`config.mk`:
```
export PLATFORM = sky130hd
export DESIGN_NAME = primary_osc_two_speed_startup
export DESIGN_NICKNAME = d
export VERILOG_FILES = /design/src/rtl/primary_osc_two_speed_startup.v
export VERILOG_INCLUDE_DIRS = /design/src /design/src/rtl
export SDC_FILE = /design/constraint.sdc
export NUM_CORES = 1
export LEC_CHECK = 0
export BUFFER_PORTS_ARGS = -buffer_cell sky130_fd_sc_hd__buf_2
export CORE_MARGIN = 4
export CORE_UTILIZATION = 55
export DETAILED_ROUTE_END_ITERATION = 10
export MAX_ROUTING_LAYER = met4
export PLACE_DENSITY = 0.85
export SLEW_MARGIN = 25
export SYNTH_ARGS = -nofsm -noshare
export SYNTH_HDL_FRONTEND = slang
export SYNTH_SLANG_ARGS = --single-unit
```
`constraint.sdc`:
```
create_clock -name ref_clk_in -period 3.6 [get_ports ref_clk_in]
set_clock_uncertainty 0.2 [all_clocks]
set_input_delay 0.18 -clock ref_clk_in [delete_from_list [all_inputs] [get_ports ref_clk_in]]
set_output_delay 0.18 -clock ref_clk_in [all_outputs]
set_load 0.01 [all_outputs]
```
`src/rtl/osc_startup_regs.vh`:
```
`ifndef OSC_STARTUP_REGS_VH
`define OSC_STARTUP_REGS_VH
// Oscillator select field codes
`define OSC_SEL_LOW_GAIN 3'h0
`define OSC_SEL_MED_GAIN 3'h1
`define OSC_SEL_HIGH_GAIN 3'h2
`define OSC_SEL_EXT_CLOCK 3'h3
`define OSC_SEL_INTERNAL 3'h4
// System clock select codes
`define SYS_SEL_PRIMARY 2'h0
`define SYS_SEL_SECONDARY 2'h1
`define SYS_SEL_INTERNAL 2'h2
// Amplifier gain codes
`define GAIN_OFF 2'h0
`define GAIN_LOW 2'h1
`define GAIN_MED 2'h2
`define GAIN_HIGH 2'h3
// Start-up timer length in primary oscillator cycles
`define OST_CYCLES 11'h400
// Reset values
`define OST_COUNT_RESET 11'h000
`define FLAG_RESET 1'b0
`endif

```
`src/rtl/primary_osc_two_speed_startup.v`:
```
// Contract
// - Software controls the primary oscillator only when the allow bit is set.
// - With software control, run bit one runs oscillator, zero stops it.
// - Primary oscillator stops while it is the selected system clock only in sleep.
// - Crystal mode picks low, medium or high amplifier gain.
// - Two-speed start-up runs code from internal oscillator during timer count.
// - Crystal primary clock holds execution for 1024 cycles unless two-speed.
// - Two-speed switches system clock to primary once timer expires.
// - Start-up applies after power-on reset, power-up delay, and wake-up.
// - Status bit set on configured oscillator, clear on internal oscillator.
`timescale 1ns/100ps
`default_nettype none
`include "osc_startup_regs.vh"
module primary_osc_two_speed_startup #(
   parameter [10:0] OST_LEN = `OST_CYCLES
) (
   input wire ref_clk_in,
   input wire rst_in,
   input wire [2:0] osc_select_field_in,
   input wire primary_sw_control_allow_in,
   input wire primary_osc_run_bit_in,
   input wire two_speed_startup_enable_in,
   input wire [1:0] sys_clk_select_in,
   input wire por_event_in,
   input wire powerup_delay_timer_enable_in,
   input wire powerup_delay_done_in,
   input wire wake_event_in,
   input wire sleep_in,
   input wire primary_osc_edge_in,
   output wire primary_osc_enable_out,
   output wire [1:0] amp_gain_out,
   output wire exec_enable_out,
   output wire sys_clk_internal_out,
   output wire startup_status_bit_out
);
   localparam ST_IDLE = 2'h0;
   localparam ST_COUNT = 2'h1;
   localparam ST_RUN = 2'h2;

   reg [1:0] state_reg;
   reg [1:0] state_next;
   reg [10:0] ost_count_reg;
   reg [10:0] ost_count_next;
   reg [1:0] amp_gain_reg;
   reg [1:0] amp_gain_next;
   reg exec_enable_reg;
   reg exec_enable_next;
   reg sys_clk_internal_reg;
   reg sys_clk_internal_next;
   reg startup_status_reg;
   reg startup_status_next;
   wire crystal_mode;
   wire primary_is_sys;
   wire internal_is_sys;
   wire sw_stop_request;
   wire por_start;
   wire delay_start;
   wire start_trigger;
   wire ost_last_count;
   wire ost_done;

   // Three crystal codes drive the amplifier; the rest leave it off
   function is_crystal(input [2:0] sel);
      case (sel)
         `OSC_SEL_LOW_GAIN: is_crystal = 1'b1;
         `OSC_SEL_MED_GAIN: is_crystal = 1'b1;
         `OSC_SEL_HIGH_GAIN: is_crystal = 1'b1;
         default: is_crystal = 1'b0;
      endcase
   endfunction

   function [1:0] gain_for_mode(input [2:0] sel);
      case (sel)
         `OSC_SEL_LOW_GAIN: gain_for_mode = `GAIN_LOW;
         `OSC_SEL_MED_GAIN: gain_for_mode = `GAIN_MED;
         `OSC_SEL_HIGH_GAIN: gain_for_mode = `GAIN_HIGH;
         default: gain_for_mode = `GAIN_OFF;
      endcase
   endfunction

   assign crystal_mode = is_crystal(osc_select_field_in);
   // An internal-only configuration never makes the primary the system clock
   assign primary_is_sys = (sys_clk_select_in == `SYS_SEL_PRIMARY) &&
      (osc_select_field_in != `OSC_SEL_INTERNAL);
   assign internal_is_sys = (sys_clk_select_in == `SYS_SEL_INTERNAL);
   assign sw_stop_request = primary_sw_control_allow_in && !primary_osc_run_bit_in;
   // Run bit ignored unless allowed; active system clock is stopped only by sleep
   assign primary_osc_enable_out = !sleep_in &&
      (primary_is_sys || !sw_stop_request);
   // Delay completion replaces the reset event when that timer is on
   assign por_start = por_event_in && !powerup_delay_timer_enable_in;
   assign delay_start = powerup_delay_done_in && powerup_delay_timer_enable_in;
   assign start_trigger = por_start || delay_start || wake_event_in;
   assign ost_last_count = (ost_count_reg == OST_LEN - 11'h001);
   assign ost_done = ost_last_count && primary_osc_edge_in;

   assign amp_gain_out = amp_gain_reg;
   assign exec_enable_out = exec_enable_reg;
   assign sys_clk_internal_out = sys_clk_internal_reg;
   assign startup_status_bit_out = startup_status_reg;

   always @* begin
      amp_gain_next = gain_for_mode(osc_select_field_in);
   end

   always @* begin
      state_next = state_reg;
      ost_count_next = ost_count_reg;
      case (state_reg)
         ST_IDLE: begin
            if (start_trigger && primary_is_sys && crystal_mode) begin
               state_next = ST_COUNT;
               ost_count_next = `OST_COUNT_RESET;
            end else if (start_trigger) begin
               state_next = ST_RUN;
            end
         end
         ST_COUNT: begin
            // Sleep drops the oscillator, so the count starts over on wake
            if (sleep_in) begin
               state_next = ST_IDLE;
            end else if (ost_done) begin
               state_next = ST_RUN;
            end else if (primary_osc_edge_in) begin
               ost_count_next = ost_count_reg + 11'h001;
            end
         end
         ST_RUN: begin
            if (sleep_in) begin
               state_next = ST_IDLE;
            end
         end
         default: begin
            state_next = ST_IDLE;
         end
      endcase
   end

   // Outputs follow the next state, so status and clock swap together
   always @* begin
      case (state_next)
         ST_COUNT: begin
            exec_enable_next = two_speed_startup_enable_in;
         end
         ST_RUN: begin
            exec_enable_next = 1'b1;
         end
         default: begin
            exec_enable_next = `FLAG_RESET;
         end
      endcase
   end

   always @* begin
      case (state_next)
         ST_COUNT: begin
            sys_clk_internal_next = two_speed_startup_enable_in;
         end
         ST_RUN: begin
            sys_clk_internal_next = internal_is_sys;
         end
         default: begin
            sys_clk_internal_next = `FLAG_RESET;
         end
      endcase
   end

   always @* begin
      case (state_next)
         ST_COUNT: begin
            startup_status_next = 1'b0;
         end
         ST_RUN: begin
            startup_status_next = !internal_is_sys;
         end
         default: begin
            startup_status_next = `FLAG_RESET;
         end
      endcase
   end

   always @(posedge ref_clk_in) begin
      if (rst_in) begin
         state_reg <= ST_IDLE;
      end else begin
         state_reg <= state_next;
      end
   end

   always @(posedge ref_clk_in) begin
      if (rst_in) begin
         ost_count_reg <= `OST_COUNT_RESET;
      end else begin
         ost_count_reg <= ost_count_next;
      end
   end

   always @(posedge ref_clk_in) begin
      if (rst_in) begin
         amp_gain_reg <= `GAIN_OFF;
      end else begin
         amp_gain_reg <= amp_gain_next;
      end
   end

   always @(posedge ref_clk_in) begin
      if (rst_in) begin
         exec_enable_reg <= `FLAG_RESET;
      end else begin
         exec_enable_reg <= exec_enable_next;
      end
   end

   always @(posedge ref_clk_in) begin
      if (rst_in) begin
         sys_clk_internal_reg <= `FLAG_RESET;
      end else begin
         sys_clk_internal_reg <= sys_clk_internal_next;
      end
   end

   always @(posedge ref_clk_in) begin
      if (rst_in) begin
         startup_status_reg <= `FLAG_RESET;
      end else begin
         startup_status_reg <= startup_status_next;
      end
   end
endmodule // primary_osc_two_speed_startup
`default_nettype wire

```
==> impl_metrics.toml, run 1 <==
[finish]
final.fill_count = 107
fin_nets = 163
largest_register_ffs = 11
fraction_of_final_layout_cells_sized_beyond_drive_strength_1 = 0.210
area_delta_synth_final_pct = 20.6
finalCoreUtilization = 0.729
diodes = 0

[routing]
detailedRoute.firstIterationViolations = 61
postRouteAntennaNets = 0
post_drt_via_cell_ratio = 6.26
dr.pass1.iters = 4
vias = 996
wirelength_um = 2340
drc = 0
drt-wirelength-per-cell_um = 14.7

[floorplan]
start_util = 0.605
core_region_sq_um = 1580
row_count = 14
design.portCount = 22
die_width_um = 49.6
die_height_um = 49.6
die_area_sq_um = 2460

[sta]
worstMarginPinSlew_ps = 719
post-route-worst-setup-slack_ps = 1030
period_share = 0.714
timing.max_slew.rel_slack = 0.521
final.setup.tns_ps = 0
layout_min_cycle_time_ps = 2570
rsz0062_at_grt = "no"
max_freq_ghz = 0.389
setup_violations = 0
report.final.slew_viol_count = 0
fin_hold_ws_ps = 44.0
report.final.hold_viol_count = 0

[worst_setup_path]
top_cell_by_count_worst_path = "sky130_fd_sc_hd__ha_1"
worst_setup_path_end_kind = "register"
critical_path_peak_fanout = 10
endpoint = "sys_clk_internal_out$_SDFF_PP0_"
slack_of_the_worst_reg_to_reg_path_ps = 1030
critical_path_arrival_ps = 2610
crit_start = "ost_count_reg[0]$_SDFFE_PP0P_"
worst_r2r_startpoint = "ost_count_reg[0]$_SDFFE_PP0P_"
timing.critical_path.from_type = "register"
critPathSlowestCell = "sky130_fd_sc_hd__or4_4"
critPathMaxStageDelay_ps = 590
criticalPathCategory = "register to register"
critical_path.reg2reg.endpoint = "sys_clk_internal_out$_SDFF_PP0_"
crit_path_cell_trace = "ha_1 > nand4_2 > or4_4 > o21ai_2 > and2_1 > ha_1 > nor3_1 > nor2b_1"
worst-r2r-cell-count = 8
required_ps = 3640

[global_route]
global_route.peak_usage_layer = "met2"
grt_max_degree = 11
track_usage = 0.218
grtUsageMet3 = 0.0452
globalRoute.totalOverflow = 0
gr-usage-met1 = 0.283
first_global_vias = 912
first_pass_grt_wire_length_um = 4140
use_met2 = 0.330
initial_antenna_violation_count = 0

[synth]
ys_top_cells_by_area = "sky130_fd_sc_hd__dfxtp_1, sky130_fd_sc_hd__a31oi_1, sky130_fd_sc_hd__ha_1, sky130_fd_sc_hd__inv_1, sky130_fd_sc_hd__nor3_1"
synth_sequential_area_ratio = 0.378
synth_area_leader_cell = "sky130_fd_sc_hd__dfxtp_1"
synthesis.area_sq_um = 953
syn_inst = 115
yosys_warnings = 0
synthDominantCellAreaShare = 0.378
post_synth.cell_area_avg_sq_um = 8.29
ys_seq_elements = 18
ys_dominant_reg_cell = "sky130_fd_sc_hd__dfxtp_1"
synth_edf_count = 0
synth-async-reset-ratio = 0
ys_types = 34
mappedNetlistNets = 134

[clocking]
cts_num_sinks = 18
ctsHoldBuffers = 5
cts_setup_buffers = 0
h-tree-depth = 1
clk_latency_ps = 290
cts_resized = 0
cts_made_buffers = 3
cts-root-to-sink-buffers = 2
clock-root-buffer = "sky130_fd_sc_hd__clkbuf_4"
tritoncts_clock_tree = "done"
clk_pin_slew_ps = 100

[power]
pwr_density_cell_nw_per_um2 = 337
power.ir.vdd_worst_mv = 0.239
static-leakage-power_uw = 0.000480

[placement]
post-place-ws_ps = 1050
dpl.hpwl_um = 1700
port_buffers = 21
placer_congestion_estimate = 0.911

[worst_hold_path]
worst_hold_path.num_cells = 4
min-delay-path-class = "primary input to register"

[job]
number_of_maximum_capacitance_violations = 0

[run_status]
run_status = "complete, no violations"
## per-stage QoR
stage / std cells / total power, uW / cell area [sq um]
global placement: 150 / 259 / 1060
CTS: 159 / 388 / 1150
finish: 159 / 387 / 1150
detailed placement: 150 / 262 / 1060
floorplan: 115 / 240 / 953
global route: 159 / 406 / 1150
## final cells by class
cell class	instances	area (sq um)	share of cell area
Inverter	9	33.8	0.0294
Timing Repair Buffer	26	155	0.135
Clock buffer	4	36.3	0.0316
Multi-Input combinational cell	86	544	0.473
Tap cell	16	20.0	0.0174
Sequential cell	18	360	0.313
## routing by layer
metal,up-vias,share of wire,wire length [um]
met5,-,0,0
met4,0,0.023,55
met3,7,0.082,191
met2,52,0.47,1100
met1,451,0.42,995
li1,486,-,-
## kinds of logic (layout without fill, tap and decap cells)
kind of cell	count (synthesis)	after routing	share of synthesized area
and+or+nand+nor	45	45	0.262
AOI/OAI and AO/OA	35	35	0.239
xor gates and xnor gates	1	1	0.00919
adders and majority gates	3	3	0.0394
muxes	2	2	0.0210
buffers and inverters	11	39	0.0512
DFF	18	18	0.378
## worst min-delay path by stage
| stage | start | endpoint | slack (ps) |
|---|---|---|---|
| 3_3_place_gp | osc_select_field_in[2] | amp_gain_out[0]$_SDFF_PP0_ | 210 |
| 4_1_cts | sleep_in | state_reg[0]$_SDFF_PP0_ | 40 |
| 5_1_grt | sleep_in | state_reg[0]$_SDFF_PP0_ | 40 |
| 6_report | sleep_in | state_reg[0]$_SDFF_PP0_ | 40 |
| 3_5_place_dp | osc_select_field_in[2] | amp_gain_out[0]$_SDFF_PP0_ | 210 |
| 2_1_floorplan | osc_select_field_in[2] | amp_gain_out[0]$_SDFF_PP0_ | 60 |
## Yosys cell counts (3+ instances only)
master	count
sky130_fd_sc_hd__a21oi_1	5
sky130_fd_sc_hd__a31oi_1	15
sky130_fd_sc_hd__dfxtp_1	18
sky130_fd_sc_hd__ha_1	3
sky130_fd_sc_hd__inv_1	9
sky130_fd_sc_hd__nand2_1	8
sky130_fd_sc_hd__nand2b_1	3
sky130_fd_sc_hd__nand3_1	4
sky130_fd_sc_hd__nand4_1	3
sky130_fd_sc_hd__nor2_1	7
sky130_fd_sc_hd__nor2b_1	4
sky130_fd_sc_hd__nor3_1	6
sky130_fd_sc_hd__o21ai_0	5
## layout by cell type, fill, tap and decap left out, drive strengths merged
cell         instances
a31oi               15
a21oi                5
a211oi               2
mux2i                2
dlygate4sd3          5
nand4bb              1
nor2                 7
or4                  1
inv                  9
o22ai                1
a2111oi              1
a311oi               1
nor2b                4
dfxtp               18
a211o                1
or2                  2
nor3                 6
nand3                4
xnor2                1
o21ai                6
a21o                 1
and2                 2
nand2                8
a2111o               1
ha                   3
clkbuf               4
nand2b               3
nor4                 1
nand4                4
nor3b                2
buf                 21
o221ai               1
## critical path: cells and delay by family (launching register included)
kind / cells / cell delay, ps
AOI/OAI and AO/OA: 1 / 180
adders and majority gates: 2 / 460
DFF: 1 / 370
and+or+nand+nor: 5 / 1300
## where the power goes
group | switching [uW] | internal, uW
clock | 63.1 | 61.6
combinational | 29.5 | 26.2
sequential | 2.03 | 205
total | 94.7 | 292
No activity file was read; power rests on OpenSTA's default activity.
==> run 2, diff against run 1 <==
--- a/config.mk
+++ b/config.mk
@@ -6,12 +6,13 @@
 export SDC_FILE = /design/constraint.sdc
 export NUM_CORES = 1
 export LEC_CHECK = 0
+export ABC_AREA = 1
 export BUFFER_PORTS_ARGS = -buffer_cell sky130_fd_sc_hd__buf_2
 export CORE_MARGIN = 4
-export CORE_UTILIZATION = 55
+export CORE_UTILIZATION = 49
 export DETAILED_ROUTE_END_ITERATION = 10
 export MAX_ROUTING_LAYER = met4
-export PLACE_DENSITY = 0.85
+export PLACE_DENSITY = 0.79
 export SLEW_MARGIN = 25
 export SYNTH_ARGS = -nofsm -noshare
 export SYNTH_HDL_FRONTEND = slang
==> constraint.sdc (replaced) <==
create_clock -name ref_clk_in -period 2.2 [get_ports ref_clk_in]
set_clock_uncertainty 0.2 [all_clocks]
set_input_delay 0.11 -clock ref_clk_in [delete_from_list [all_inputs] [get_ports ref_clk_in]]
set_output_delay 0.11 -clock ref_clk_in [all_outputs]
set_load 0.01 [all_outputs]
==> impl_metrics.toml, run 2 <==
[clocking]
cts_made_buffers = 3
tritoncts_clock_tree = "done"
cts_num_sinks = 18
cts-root-to-sink-buffers = 2
clock-root-buffer = "sky130_fd_sc_hd__clkbuf_4"
clk_pin_slew_ps = 120
h-tree-depth = 1
clk_latency_ps = 310

[worst_setup_path]
worstPathBufferInverterCount = 2
criticalPathCategory = "register to register"
crit_path_cell_trace = "ha_2 > nand2_2 > nor2_4 > nand3_4 > o21bai_1 > a21oi_1 > inv_1 > ha_1 > inv_1 > nand3_1 > nor2_1"
worst-r2r-cell-count = 11
critPathSlowestCell = "sky130_fd_sc_hd__dfxtp_2"
cp.depth = 11
worst_setup_path_end_kind = "register"
crit_family = "simple AND/OR/NAND/NOR gates"
timing.critical_path.from_type = "register"
critical_path_arrival_ps = 2110
top_cell_by_count_worst_path = "sky130_fd_sc_hd__inv_1"
critical_path_peak_fanout = 6
critPathMaxStageDelay_ps = 390
required_ps = 2250

[floorplan]
design.portCount = 22
core_region_sq_um = 2250
die_area_sq_um = 3250
row_count = 17
start_util = 0.522
die_width_um = 57.0
die_height_um = 57.0

[synth]
ys_dominant_reg_cell = "sky130_fd_sc_hd__dfxtp_1"
synth_sequential_area_ratio = 0.306
ys_top_cells_by_area = "sky130_fd_sc_hd__dfxtp_1, sky130_fd_sc_hd__nand2_1, sky130_fd_sc_hd__nor2_1, sky130_fd_sc_hd__inv_1, sky130_fd_sc_hd__nand3_1"
synth_edf_count = 0
syn_inst = 181
synth_area_leader_cell = "sky130_fd_sc_hd__dfxtp_1"
synthesis.area_sq_um = 1180
post_synth.cell_area_avg_sq_um = 6.50
synthDominantCellAreaShare = 0.306
mappedNetlistNets = 200
yosysMostFrequentCell = "sky130_fd_sc_hd__nand2_1"
ys_seq_elements = 18
synth-async-reset-ratio = 0
post_synth_most_frequent_cells = "sky130_fd_sc_hd__nand2_1, sky130_fd_sc_hd__nor2_1, sky130_fd_sc_hd__inv_1"
ys_types = 23
yosys_warnings = 0

[finish]
final_cell_mix = "sky130_fd_sc_hd__nand2_1, sky130_fd_sc_hd__nor2_1, sky130_fd_sc_hd__inv_1, sky130_fd_sc_hd__buf_2, sky130_fd_sc_hd__nand3_1"
area_delta_synth_final_pct = 23.0
fraction_of_final_layout_cells_sized_beyond_drive_strength_1 = 0.214
final.fill_count = 195
fin_nets = 235
post-route-cell-area_sq_um = 1450
diodes = 0
layout_commonest_cell = "sky130_fd_sc_hd__nand2_1"
largest_register_ffs = 11
finalCoreUtilization = 0.642

[placement]
placed_cell_area_sq_um = 1300
dpl.hpwl_um = 1950
port_buffers = 21
post-place-ws_ps = 123
placer_congestion_estimate = 0.912

[global_route]
globalRoute.totalOverflow = 0
grt_max_degree = 13
track_usage = 0.209
initial_antenna_violation_count = 0
first_pass_grt_wire_length_um = 5140
first_global_vias = 1184

[routing]
drt-wirelength-per-cell_um = 11.6
detailedRoute.firstIterationViolations = 18
dr.pass1.iters = 4
drc = 0
vias = 1212
postRouteAntennaNets = 0
wirelength_um = 2820
post_drt_via_cell_ratio = 4.99

[sta]
timing.max_slew.rel_slack = 0.801
report.final.slew_viol_count = 0
worstMarginPinSlew_ps = 298
period_share = 0.936
post-route-worst-setup-slack_ps = 141
layout_min_cycle_time_ps = 2060
setup_violations = 0
fin_hold_ws_ps = 52.7
max_freq_ghz = 0.486
final.setup.tns_ps = 0
rsz0062_at_grt = "no"
report.final.hold_viol_count = 0

[run_status]
run_status = "complete, no violations"

[job]
number_of_maximum_capacitance_violations = 0

[power]
static-leakage-power_uw = 0.000685
pwr_density_cell_nw_per_um2 = 468
power.ir.vdd_worst_mv = 0.399

[worst_hold_path]
worst_hold_path.num_cells = 5
min-delay-path-class = "primary input to register"
-- run 2: changes by cell type after synthesis, moves of 6 or more --
| cell | change |
|---|---|
| sky130_fd_sc_hd__nand3_1 | +14 |
| sky130_fd_sc_hd__a21oi_2 | +6 |
| sky130_fd_sc_hd__inv_1 | +18 |
| sky130_fd_sc_hd__nand2_1 | +39 |
| sky130_fd_sc_hd__nor2_1 | +25 |
| sky130_fd_sc_hd__a31oi_1 | -14 |
-- run 2: layout make-up --
cell class	instances	area, sq um	area share
clock buffer	4	36.3	0.0251
inverter	28	105	0.0726
multi-input combinational	131	681	0.470
sequential	18	363	0.251
tap	28	35.0	0.0242
timing repair buffer	34	228	0.157
-- run 2: cell families (layout without fill, tap and decap cells) --
kind of cell	Yosys count	in the layout	synth area share
buf+inv	32	66	0.118
compound gates	14	14	0.0861
simple gates	114	114	0.458
flops	18	18	0.306
fa+ha+maj	3	3	0.0319
-- run 2: stage by stage --
step	cells	power [uW]
final	243	678
after global placement	228	446
after CTS	242	681
after floorplan	181	414
after detailed placement	228	452
after global routing	243	720
-- run 2: metal layers --
metal,wire (um),track usage,up-vias
met4,53,0.0927,0
met1,1260,0.236,546
met2,1400,0.359,24
met5,0,-,-
met3,109,0.0362,5
li1,-,-,637
-- run 2: worst min-delay path: cells and delay by family --
family / cells / cell delay, ps
AO/OA/AOI/OAI: 1 / 120
buffers and inverters: 2 / 180
AND/OR/NAND/NOR: 2 / 120
-- run 2: final timing paths --
check                                     start                              end  slack [ps]
hold / removal             sys_clk_select_in[1]  sys_clk_internal_out$_SDFF_PP0_          50
setup / recovery  ost_count_reg[0]$_SDFFE_PP0P_  sys_clk_internal_out$_SDFF_PP0_         140
hold reg to reg   ost_count_reg[4]$_SDFFE_PP0P_    ost_count_reg[4]$_SDFFE_PP0P_         360
setup reg to reg  ost_count_reg[0]$_SDFFE_PP0P_  sys_clk_internal_out$_SDFF_PP0_         140
-- run 2: power by group --
group	leakage (uW)	switching [uW]	total [uW]	internal (uW)
Clock	0.0000210	117	218	101
Combinational	0.000517	63.3	115	51.7
Sequential	0.000147	6.19	345	339
-- run 2: what timing repair did --
item,in CTS,in global routing
buffers inserted,0,1
hold buffers,10,0
gates resized for setup,0,3
endpoints found under the setup margin,0,2
endpoints found under the hold margin,13,0
